<file path="config.mk">
export PLATFORM = sky130hd
export DESIGN_NAME = motion_hid_unit
export DESIGN_NICKNAME = d
export VERILOG_FILES = /design/src/core/motion_pkg.sv /design/src/core/rate_tick.sv /design/src/core/motion_hid_unit.sv
export VERILOG_INCLUDE_DIRS = /design/src /design/src/core
export SDC_FILE = /design/constraint.sdc
export NUM_CORES = 2
export LEC_CHECK = 0
export ABC_AREA = 1
export BUFFER_PORTS_ARGS = -buffer_cell sky130_fd_sc_hd__buf_2
export CORE_AREA = 2 2 579 581
export CTS_CLUSTER_DIAMETER = 30
export DETAILED_ROUTE_END_ITERATION = 8
export DIE_AREA = 0 0 581 583
export PLACE_DENSITY_LB_ADDON = 0.05
export SYNTH_ARGS = -nofsm -noshare
export SYNTH_HDL_FRONTEND = slang
export SYNTH_SLANG_ARGS = --single-unit
</file>
<file path="constraint.sdc">
create_clock -name i_clk -period 62.9 [get_ports i_clk]
set_input_delay 3.145 -clock i_clk [delete_from_list [all_inputs] [get_ports i_clk]]
set_output_delay 3.145 -clock i_clk [all_outputs]
set_load 0.01 [all_outputs]
</file>
<file path="src/core/motion_cfg.svh">
// constants for the motion sensor report command unit
`ifndef MOTION_CFG_SVH
`define MOTION_CFG_SVH

// clock and sample rates in hertz
`define MS_CLK_HZ 32'h01312D00
`define MS_JOY_RATE_HZ 32'h00000341
`define MS_HS_RATE_HZ 32'h00001A08

// command codes in byte zero of an output report, high speed toggle arguments in byte one
`define MS_CMD_SET_PARAMS 8'h00
`define MS_CMD_STORE 8'h01
`define MS_CMD_HIGH_SPEED 8'h04
`define MS_HS_ON 8'h01
`define MS_HS_OFF 8'h00

// parameter word: byte fields as carried in report bytes one to four
`define MS_ACC_RANGE_LSB 0
`define MS_ACC_FILT_LSB 8
`define MS_GYR_RANGE_LSB 16
`define MS_GYR_FILT_LSB 24
`define MS_PARAM_RESET 32'h00000000

// filter flag bit positions
`define MS_AF_SEC_BIT 7
`define MS_AF_HP_BIT 6
`define MS_AF_BWSEL_BIT 5
`define MS_GF_HP_BIT 7

// decoded ranges
`define MS_ACC_2G 5'h02
`define MS_ACC_4G 5'h04
`define MS_ACC_8G 5'h08
`define MS_ACC_16G 5'h10
`define MS_GYR_125 11'h07D
`define MS_GYR_245 11'h0F5
`define MS_GYR_500 11'h1F4
`define MS_GYR_1000 11'h3E8
`define MS_GYR_2000 11'h7D0

// accelerometer cutoffs in units of 0.01 Hz (normal / high speed)
`define MS_CUT_W 19
`define MS_PRI_WIDE_N 19'h0A2B2
`define MS_PRI_WIDE_H 19'h514C8
`define MS_PRI_NARROW_N 19'h05159
`define MS_PRI_NARROW_H 19'h28A64
`define MS_BW0_N 19'h00682
`define MS_BW0_H 19'h03408
`define MS_BW1_N 19'h00341
`define MS_BW1_H 19'h01A04
`define MS_BW2_N 19'h02428
`define MS_BW2_H 19'h12110
`define MS_BW3_N 19'h000D0
`define MS_BW3_H 19'h00681

// gyroscope low pass in Hz, high pass in mHz
`define MS_GLP_N 9'h0F5
`define MS_GLP_H 9'h15F
`define MS_GHP_BW0 11'h010
`define MS_GHP_BW1 11'h041
`define MS_GHP_BW2 11'h104
`define MS_GHP_BW3 11'h410

`endif

</file>
<file path="src/core/motion_pkg.sv">
// types shared by the motion sensor report command unit
package motion_pkg;
    typedef enum logic [1:0] {
        MODE_NORMAL = 2'b01,
        MODE_HIGH_SPEED = 2'b10
    } speed_mode_t;

    typedef enum logic [2:0] {
        CHAIN_PRI = 3'b001,
        CHAIN_PRI_HIPASS = 3'b010,
        CHAIN_PRI_SEC = 3'b100
    } accel_chain_t;
endpackage

</file>
<file path="src/core/rate_tick.sv">
// fractional rate divider: one pulse per period of a rate in hertz
`timescale 1ns/100ps
`include "motion_cfg.svh"
module rate_tick #(
    parameter int CLK_HZ = `MS_CLK_HZ,
    parameter int RATE_HZ = `MS_JOY_RATE_HZ
) (
    // clock and reset
    input wire logic i_clk,
    input wire logic i_rst_n,
    // control
    input wire logic i_run,
    // pulse out
    output logic o_tick
);
    localparam logic [31:0] STEP = 32'(RATE_HZ);
    localparam logic [31:0] LIMIT = 32'(CLK_HZ);

    logic [31:0] acc_q;
    logic [31:0] sum;

    assign sum = acc_q + STEP;

    // phase accumulator keeps the long-term rate exact despite a fractional period
    always_ff @(posedge i_clk or negedge i_rst_n) begin
        if (!i_rst_n) begin
            acc_q <= 32'h00000000;
            o_tick <= 1'b0;
        end else if (!i_run) begin
            acc_q <= 32'h00000000;
            o_tick <= 1'b0;
        end else if (sum >= LIMIT) begin
            acc_q <= sum - LIMIT;
            o_tick <= 1'b1;
        end else begin
            acc_q <= sum;
            o_tick <= 1'b0;
        end
    end
endmodule

</file>
<file path="src/core/motion_hid_unit.sv">
// motion sensor report command unit: decodes host reports, paces joystick and stream reports
`timescale 1ns/100ps
`include "motion_cfg.svh"

module motion_hid_unit
    import motion_pkg::*;
#(
    parameter int CLK_HZ = `MS_CLK_HZ,
    parameter int JOY_RATE_HZ = `MS_JOY_RATE_HZ,
    parameter int HS_RATE_HZ = `MS_HS_RATE_HZ,
    parameter int SETS = 10
) (
    // clock and reset
    input wire logic i_clk,
    input wire logic i_arst_n,
    // host output report, byte zero in bits 7:0
    input wire logic i_rpt_valid,
    input wire logic [63:0] i_rpt_data,
    // bus attach event and stored parameter image
    input wire logic i_attach,
    input wire logic [31:0] i_nv_params,
    // sensor samples and buttons
    input wire logic [15:0] i_accel_x,
    input wire logic [15:0] i_accel_y,
    input wire logic [15:0] i_accel_z,
    input wire logic [15:0] i_gyro_x,
    input wire logic [15:0] i_gyro_y,
    input wire logic [15:0] i_gyro_z,
    input wire logic [15:0] i_temp,
    input wire logic [7:0] i_button_n,
    // command results
    output logic o_cmd_rejected,
    output logic o_nv_write,
    output logic [31:0] o_nv_params,
    output logic o_high_speed,
    output logic [31:0] o_params,
    // decoded sensor configuration
    output logic [4:0] o_accel_range_g,
    output logic [2:0] o_accel_chain,
    output logic o_accel_low_latency,
    output logic [`MS_CUT_W-1:0] o_accel_pri_cutoff,
    output logic [`MS_CUT_W-1:0] o_accel_stage2_cutoff,
    output logic [10:0] o_gyro_range_dps,
    output logic [8:0] o_gyro_lp_cutoff,
    output logic o_gyro_hp_on,
    output logic [10:0] o_gyro_hp_cutoff,
    // joystick report
    output logic o_joy_valid,
    output logic [103:0] o_joy_report,
    // stream reports, endpoint 3 and endpoint 4
    output logic o_ep3_valid,
    output logic [SETS*48+15:0] o_ep3_report,
    output logic o_ep4_valid,
    output logic [SETS*48+15:0] o_ep4_report
);
    localparam int JOY_GAP_MIN = CLK_HZ / JOY_RATE_HZ;
    localparam int JOY_GAP_MAX = JOY_GAP_MIN + 1;
    localparam logic [3:0] LAST_SET = 4'(SETS - 1);

    // ------------------------------------------------------------
    // reset release
    // ------------------------------------------------------------
    logic rst_meta_q;
    logic rst_n;

    // two stages so the release never lands near a clock edge
    always_ff @(posedge i_clk or negedge i_arst_n) begin
        if (!i_arst_n) begin
            rst_meta_q <= 1'b0;
            rst_n <= 1'b0;
        end else begin
            rst_meta_q <= 1'b1;
            rst_n <= rst_meta_q;
        end
    end

    // ------------------------------------------------------------
    // command decode
    // ------------------------------------------------------------
    speed_mode_t mode_q;
    speed_mode_t mode_d;
    logic [31:0] params_q;
    logic [7:0] cmd_code;
    logic [7:0] cmd_arg;
    logic [7:0] new_aflg;
    logic [7:0] new_grange;
    logic range_ok;
    logic set_ok;
    logic store_ok;
    logic hs_ok;

    assign cmd_code = i_rpt_data[7:0];
    assign cmd_arg = i_rpt_data[15:8];
    assign new_aflg = i_rpt_data[23:16];
    assign new_grange = i_rpt_data[31:24];
    // reserved gyro codes and out-of-range accel codes in a set report are never applied; attach loads stored ones unchecked
    assign range_ok = (i_rpt_data[15:10] == 6'h00) && (new_grange <= 8'h06)
        && (new_grange != 8'h03) && (new_grange != 8'h05);
    assign set_ok = i_rpt_valid && (cmd_code == `MS_CMD_SET_PARAMS) && range_ok
        && (mode_q == MODE_NORMAL)
        && !(new_aflg[`MS_AF_HP_BIT] && new_aflg[`MS_AF_BWSEL_BIT]);
    assign store_ok = i_rpt_valid && (cmd_code == `MS_CMD_STORE)
        && (i_rpt_data[63:8] == 56'h00000000000000);
    assign hs_ok = i_rpt_valid && (cmd_code == `MS_CMD_HIGH_SPEED)
        && ((cmd_arg == `MS_HS_ON) || (cmd_arg == `MS_HS_OFF))
        && (i_rpt_data[63:16] == 48'h000000000000);

    // mode follows an accepted toggle; attach restarts in joystick mode
    always_comb begin
        mode_d = mode_q;
        if (i_attach) begin
            mode_d = MODE_NORMAL;
        end else if (hs_ok) begin
            mode_d = (cmd_arg == `MS_HS_ON) ? MODE_HIGH_SPEED : MODE_NORMAL;
        end
    end

    always_ff @(posedge i_clk or negedge rst_n) begin
        if (!rst_n) begin
            mode_q <= MODE_NORMAL;
            o_high_speed <= 1'b0;
        end else begin
            mode_q <= mode_d;
            o_high_speed <= (mode_d == MODE_HIGH_SPEED);
        end
    end

    // active parameters: volatile until stored, reloaded on attach
    always_ff @(posedge i_clk or negedge rst_n) begin
        if (!rst_n) begin
            params_q <= `MS_PARAM_RESET;
        end else if (i_attach) begin
            params_q <= i_nv_params;
        end else if (set_ok) begin
            params_q <= i_rpt_data[39:8];
        end
    end

    // storage write strobe carries the active set; unknown codes only flag
    always_ff @(posedge i_clk or negedge rst_n) begin
        if (!rst_n) begin
            o_nv_write <= 1'b0;
            o_nv_params <= `MS_PARAM_RESET;
            o_cmd_rejected <= 1'b0;
            o_params <= `MS_PARAM_RESET;
        end else begin
            o_nv_write <= store_ok && !i_attach;
            if (store_ok) begin
                o_nv_params <= params_q;
            end
            o_cmd_rejected <= i_rpt_valid && !(set_ok || store_ok || hs_ok);
            o_params <= params_q;
        end
    end

    // ------------------------------------------------------------
    // configuration decode
    // ------------------------------------------------------------
    logic [7:0] aflg;
    logic [7:0] gflg;
    logic hs_now;

    assign aflg = params_q[`MS_ACC_FILT_LSB +: 8];
    assign gflg = params_q[`MS_GYR_FILT_LSB +: 8];
    assign hs_now = (mode_q == MODE_HIGH_SPEED);

    // ranges; the sample words stay 16 bits whatever is picked
    always_ff @(posedge i_clk or negedge rst_n) begin
        if (!rst_n) begin
            o_accel_range_g <= `MS_ACC_2G;
            o_gyro_range_dps <= `MS_GYR_245;
        end else begin
            case (params_q[`MS_ACC_RANGE_LSB +: 2])
                2'h0: o_accel_range_g <= `MS_ACC_2G;
                2'h1: o_accel_range_g <= `MS_ACC_16G;
                2'h2: o_accel_range_g <= `MS_ACC_4G;
                default: o_accel_range_g <= `MS_ACC_8G;
            endcase
            case (params_q[`MS_GYR_RANGE_LSB +: 3])
                3'h1: o_gyro_range_dps <= `MS_GYR_125;
                3'h2: o_gyro_range_dps <= `MS_GYR_500;
                3'h4: o_gyro_range_dps <= `MS_GYR_1000;
                3'h6: o_gyro_range_dps <= `MS_GYR_2000;
                default: o_gyro_range_dps <= `MS_GYR_245;
            endcase
        end
    end

    // accelerometer chain and cutoffs, scaled by the current speed mode
    always_ff @(posedge i_clk or negedge rst_n) begin
        if (!rst_n) begin
            o_accel_chain <= CHAIN_PRI;
            o_accel_low_latency <= 1'b0;
            o_accel_pri_cutoff <= `MS_PRI_WIDE_N;
            o_accel_stage2_cutoff <= `MS_BW0_N;
        end else begin
            if (aflg[`MS_AF_HP_BIT]) begin
                o_accel_chain <= CHAIN_PRI_HIPASS;
            end else if (aflg[`MS_AF_SEC_BIT]) begin
                o_accel_chain <= CHAIN_PRI_SEC;
            end else begin
                o_accel_chain <= CHAIN_PRI;
            end
            o_accel_low_latency <= aflg[`MS_AF_SEC_BIT] && !aflg[`MS_AF_HP_BIT]
                && aflg[`MS_AF_BWSEL_BIT];
            // bit 5 narrows the primary low pass only when no second stage follows it
            if (aflg[`MS_AF_BWSEL_BIT] && !aflg[`MS_AF_SEC_BIT] && !aflg[`MS_AF_HP_BIT]) begin
                o_accel_pri_cutoff <= hs_now ? `MS_PRI_NARROW_H : `MS_PRI_NARROW_N;
            end else begin
                o_accel_pri_cutoff <= hs_now ? `MS_PRI_WIDE_H : `MS_PRI_WIDE_N;
            end
            case (aflg[1:0])
                2'h0: begin
                    if (aflg[`MS_AF_HP_BIT]) begin
                        o_accel_stage2_cutoff <= hs_now ? `MS_PRI_NARROW_H : `MS_PRI_NARROW_N;
                    end else begin
                        o_accel_stage2_cutoff <= hs_now ? `MS_BW0_H : `MS_BW0_N;
                    end
                end
                2'h1: o_accel_stage2_cutoff <= hs_now ? `MS_BW1_H : `MS_BW1_N;
                2'h2: o_accel_stage2_cutoff <= hs_now ? `MS_BW2_H : `MS_BW2_N;
                default: o_accel_stage2_cutoff <= hs_now ? `MS_BW3_H : `MS_BW3_N;
            endcase
        end
    end

    // gyro filters: low pass always on, high pass cutoff ignores speed mode
    always_ff @(posedge i_clk or negedge rst_n) begin
        if (!rst_n) begin
            o_gyro_lp_cutoff <= `MS_GLP_N;
            o_gyro_hp_on <= 1'b0;
            o_gyro_hp_cutoff <= `MS_GHP_BW0;
        end else begin
            o_gyro_lp_cutoff <= hs_now ? `MS_GLP_H : `MS_GLP_N;
            o_gyro_hp_on <= gflg[`MS_GF_HP_BIT];
            case (gflg[1:0])
                2'h0: o_gyro_hp_cutoff <= `MS_GHP_BW0;
                2'h1: o_gyro_hp_cutoff <= `MS_GHP_BW1;
                2'h2: o_gyro_hp_cutoff <= `MS_GHP_BW2;
                default: o_gyro_hp_cutoff <= `MS_GHP_BW3;
            endcase
        end
    end

    // ------------------------------------------------------------
    // sample pacing and joystick report
    // ------------------------------------------------------------
    logic joy_tick;
    logic hs_tick;

    rate_tick #(.CLK_HZ(CLK_HZ), .RATE_HZ(JOY_RATE_HZ)) u_joy_tick (
        .i_clk(i_clk),
        .i_rst_n(rst_n),
        .i_run(mode_q == MODE_NORMAL),
        .o_tick(joy_tick)
    );

    rate_tick #(.CLK_HZ(CLK_HZ), .RATE_HZ(HS_RATE_HZ)) u_hs_tick (
        .i_clk(i_clk),
        .i_rst_n(rst_n),
        .i_run(hs_now),
        .o_tick(hs_tick)
    );

    // one report per tick; buttons inverted so a pressed contact reads one
    always_ff @(posedge i_clk or negedge rst_n) begin
        if (!rst_n) begin
            o_joy_valid <= 1'b0;
            o_joy_report <= 104'h0;
        end else begin
            o_joy_valid <= joy_tick;
            if (joy_tick) begin
                o_joy_report <= {~i_button_n, i_gyro_z, i_gyro_y, i_gyro_x,
                    i_accel_z, i_accel_y, i_accel_x};
            end
        end
    end

    // ------------------------------------------------------------
    // high speed set collection
    // ------------------------------------------------------------
    logic [47:0] acc_mem [0:SETS-1];
    logic [47:0] gyr_mem [0:SETS-1];
    logic [SETS*48-1:0] acc_pack;
    logic [SETS*48-1:0] gyr_pack;
    logic [3:0] set_cnt_q;
    logic pack_q;
    logic [15:0] temp_hold_q;

    // sets stored with X in the low word, so each axis goes out LSB first
    always_ff @(posedge i_clk) begin
        if (hs_tick) begin
            acc_mem[set_cnt_q] <= {i_accel_z, i_accel_y, i_accel_x};
            gyr_mem[set_cnt_q] <= {i_gyro_z, i_gyro_y, i_gyro_x};
        end
    end

    // a partial group is dropped when the mode ends, never sent short
    always_ff @(posedge i_clk or negedge rst_n) begin
        if (!rst_n) begin
            set_cnt_q <= 4'h0;
            pack_q <= 1'b0;
            temp_hold_q <= 16'h0000;
        end else begin
            pack_q <= hs_tick && (set_cnt_q == LAST_SET);
            if (hs_tick) begin
                set_cnt_q <= (set_cnt_q == LAST_SET) ? 4'h0 : set_cnt_q + 4'h1;
                if (set_cnt_q == LAST_SET) begin
                    temp_hold_q <= i_temp;
                end
            end else if (!hs_now) begin
                set_cnt_q <= 4'h0;
            end
        end
    end

    // flatten the stored sets in arrival order
    for (genvar k = 0; k < SETS; k++) begin : g_pack
        assign acc_pack[48*k +: 48] = acc_mem[k];
        assign gyr_pack[48*k +: 48] = gyr_mem[k];
    end

    // both endpoints launch together; temperature MSB lands in the top byte
    always_ff @(posedge i_clk or negedge rst_n) begin
        if (!rst_n) begin
            o_ep3_valid <= 1'b0;
            o_ep4_valid <= 1'b0;
            o_ep3_report <= '0;
            o_ep4_report <= '0;
        end else begin
            o_ep3_valid <= pack_q;
            o_ep4_valid <= pack_q;
            if (pack_q) begin
                o_ep3_report <= {temp_hold_q, acc_pack};
                o_ep4_report <= {temp_hold_q, gyr_pack};
            end
        end
    end

    // ------------------------------------------------------------
    // checks
    // ------------------------------------------------------------
    logic [15:0] gap_q;
    logic joy_seen_q;

    always_ff @(posedge i_clk or negedge rst_n) begin
        if (!rst_n) begin
            gap_q <= 16'h0000;
            joy_seen_q <= 1'b0;
        end else begin
            gap_q <= o_joy_valid ? 16'h0001 : gap_q + 16'h0001;
            joy_seen_q <= hs_now ? 1'b0 : (joy_seen_q || o_joy_valid);
        end
    end
endmodule

</file>
==> metrics.md <==
| Metric | Value |
|---|---|
| R2R setup slack | 57,400 ps |
| Clock skew | 59.6 ps |
| Clk root buf | clkbuf_16 |
| Setup CP Type | flip-flop to flip-flop |
| R2R depth | 6 |
| # Post-CTS Setup Buffers | 0 |
| Register area share after synthesis | 0.756 |
| Status | completed |
| Final Hold Vio Count | 0 |
| Die Area | 0.339 mm² |
| CP cell instances | buf_4 -> buf_4 -> buf_4 -> buf_12 -> buf_4 -> mux2_2 |
| Largest net degree at the start of global routing | 147 |
| Die span in x | 581 µm |
| Critical Path RT | 63,760 ps |
| Worst-path maximum fanout | 146 |
| Slew of the pin with the lowest slew margin | 1060 ps |
| Slowest-stage cell, CP | dfrtp_4 |
| Part of the cycle the worst path needs | 0.0874 |
| P&R area growth vs syn | 41.8% |
| RSZ-0062 raised after global routing | false |
| PortBufs | 1,451 |
| Clk_lat worst skew | 980 ps |
| First-pass GRT wire length | 443 mm |
| Unique masters post-synth | 44 |
| GRT Total Usage | 0.184 |
| Post-DR vias/cell | 4.22 |
| Num rows | 212 |
| Drt first pass iters | 5 |
| Routed WL | 319 mm |
| Worst hold margin | 276 ps |
| Fill count | 32,600 |
| Total Power | 5.05 mW |
| Max VDD drop | 0.0289 mV |
| CP max stage delay | 880 ps |
| Leakage | 54.5 nW |
| Crit-path most repeated cell | buf_4 |
| Placer Congestion | 0.832 |
| Post-layout util | 0.349 |
| Fraction of layout cells with a size suffix above 1 | 0.466 |
| CTS tree | yes |
| Detailed Place HPWL | 215 mm |
| Post-Route Setup TNS | 0 ps |
| # resized after CTS | 0 |
| Sink Count | 2,275 |
| I/O pins | 1,465 |
| Tmin final | 5500 ps |
| Worst min path class | flip-flop to asynchronous set/reset pin |
| Slew Limit Fails | 0 |
| Power density over cell area | 43.6 mW/mm² |
| # hold bufs at CTS | 0 |
| Inserted Clock Buffers | 625 |
| DRT antenna net count | 0 |
| Cells after Synth | 5,253 |
| Critical path launch point type | flip-flop |
| Chip Height | 583 µm |
| Number of global-route vias before repair | 53,700 |
| Synthesized area | 0.0817 mm² |
| Setup violators final | 0 |
| # Max-Cap Violations | 0 |
| Gr ovfl total | 0 |
| Via Count | 51,200 |
| Drt wl/cell | 26.3 µm |
| DR DRC count | 0 |
| CP arrival | 6350 ps |
| Initial Util | 0.246 |
| Fmax | 182 MHz |
| Core box area | 0.332 mm² |
| Initial drt markers | 2,904 |
| H-tree levels | 6 |
| Initial antenna violation count | 38 |
| Synth Register Bits | 2,275 |
| Avg Cell Area, Syn | 15.6 µm² |
| Clock buffer depth | 4 |
| Critical Path End Type | flip-flop |
| Clk slew on worst S/H paths | 40 ps |
| Slew HR | 0.292 |
| YS warnings | 0 |
| Final nets | 7,438 |
## logic make-up (layout without fill, tap and decap cells)
group | after synthesis | after routing | synth area share
DFF | 2275 | 2275 | 0.756
and+or+nand+nor | 1332 | 1332 | 0.0672
muxes | 990 | 990 | 0.136
buffers and inverters | 441 | 2902 | 0.0232
AOI/OAI and AO/OA | 164 | 164 | 0.0110
xor gates and xnor gates | 27 | 27 | 0.00317
adders and majority gates | 22 | 22 | 0.00337
other | 2 | 22 | 0.0000919
## cells in the final DEF (no fill, tap or decap), types with 42 or more instances in the layout
master,count
a21oi_1,42
buf_2,1451
buf_4,68
bufinv_16,68
clkbuf_1,140
clkbuf_16,626
clkbuf_8,91
clkinv_2,122
dfrtp_1,1295
edfxtp_1,960
inv_1,201
mux2_2,990
nand2_1,811
nand3_1,159
nor2_1,242
o21ai_0,89
## state kept, by name (all words and copies together), names as in the netlist, 29 cells and up
signal and count:
o_joy_report 104, o_ep4_report 480, u_joy_tick.acc_q 32, params_q 32, gyr_mem 480, o_nv_params 32, o_params 30, acc_mem 480
o_ep3_report 496, u_hs_tick.acc_q 29
## path summary, 6_finish.rpt
check                      startpoint           endpoint
max                            pack_q  o_ep4_report[303]
min                             rst_n  o_ep4_report[161]
max reg2reg                    pack_q  o_ep4_report[303]
min reg2reg                     rst_n  o_ep4_report[161]
max in group asynchronous       rst_n  o_ep3_report[477]
min in group i_clk         rst_meta_q              rst_n
## report_power, final
group | switching, mW | total (mW) | leakage (nW) | internal (mW)
clock | 0.983 | 3.20 | 10.6 | 2.21
sequential | 0.0273 | 1.61 | 26.5 | 1.58
combinational | 0.177 | 0.241 | 17.5 | 0.0647
total | 1.19 | 5.05 | 54.5 | 3.86
## routing by layer
| metal | up-vias | part of all wire | GRT usage |
|---|---|---|---|
| met2 | 1749 | 0.47 | 0.295 |
| met5 | - | 0 | 0 |
| li1 | 22500 | - | - |
| met3 | 470 | 0.092 | 0.0754 |
| met1 | 26500 | 0.42 | 0.228 |
| met4 | 0 | 0.022 | 0.0483 |
## metrics by stage
step	setup slack, ps	std cells	cell area, µm²
after floorplan	23560	5265	81800
after global placement	57240	11000	94200
after detailed placement	57200	11000	94200
after CTS	57190	12100	116000
after global routing	57020	12100	116000
final	57400	12100	116000
## cell usage after synthesis (all sizes together)
library cell / instances / share of area
a21o: 1 / 0.000092
or2: 5 / 0.00038
nand3: 160 / 0.0098
mux2: 990 / 0.14
nand2: 832 / 0.039
nand4: 27 / 0.0021
a21oi: 45 / 0.0030
buf: 61 / 0.0058
a22oi: 17 / 0.0016
dfrtp: 1298 / 0.40
nor4: 16 / 0.0012
nor3: 14 / 0.00086
xnor2: 1 / 0.00011
o32ai: 1 / 0.00011
conb: 2 / 0.000092
nor2: 264 / 0.013
nor3b: 1 / 0.000092
and2: 4 / 0.00031
nand3b: 8 / 0.00073
edfxtp: 960 / 0.35
dfstp: 17 / 0.0055
xor2: 26 / 0.0031
clkbuf: 158 / 0.0073
ha: 22 / 0.0034
a31oi: 3 / 0.00023
inv: 221 / 0.010
or3: 1 / 0.000077
o21bai: 1 / 0.000092
o21ai: 94 / 0.0058
clkinv: 1 / 0.000046
a21boi: 2 / 0.00018
## layout make-up
cell class / instances / area [µm²] / area share
tap: 4387 / 5490 / 0.0474
multi-input combinational: 2549 / 18200 / 0.157
clock buffer: 857 / 17400 / 0.151
antenna: 8 / 20.0 / 0.000173
timing repair buffer: 1523 / 7850 / 0.0678
inverter: 222 / 838 / 0.00723
sequential: 2275 / 61800 / 0.533
clock inverter: 300 / 4270 / 0.0368
## worst max-delay path: cells and delay by family, from the launching register on
kind	cells	cell delay, ps
DFF	1	880
muxes	1	410
buffers and inverters	5	3650
No activity file was read; power rests on OpenSTA's default activity.
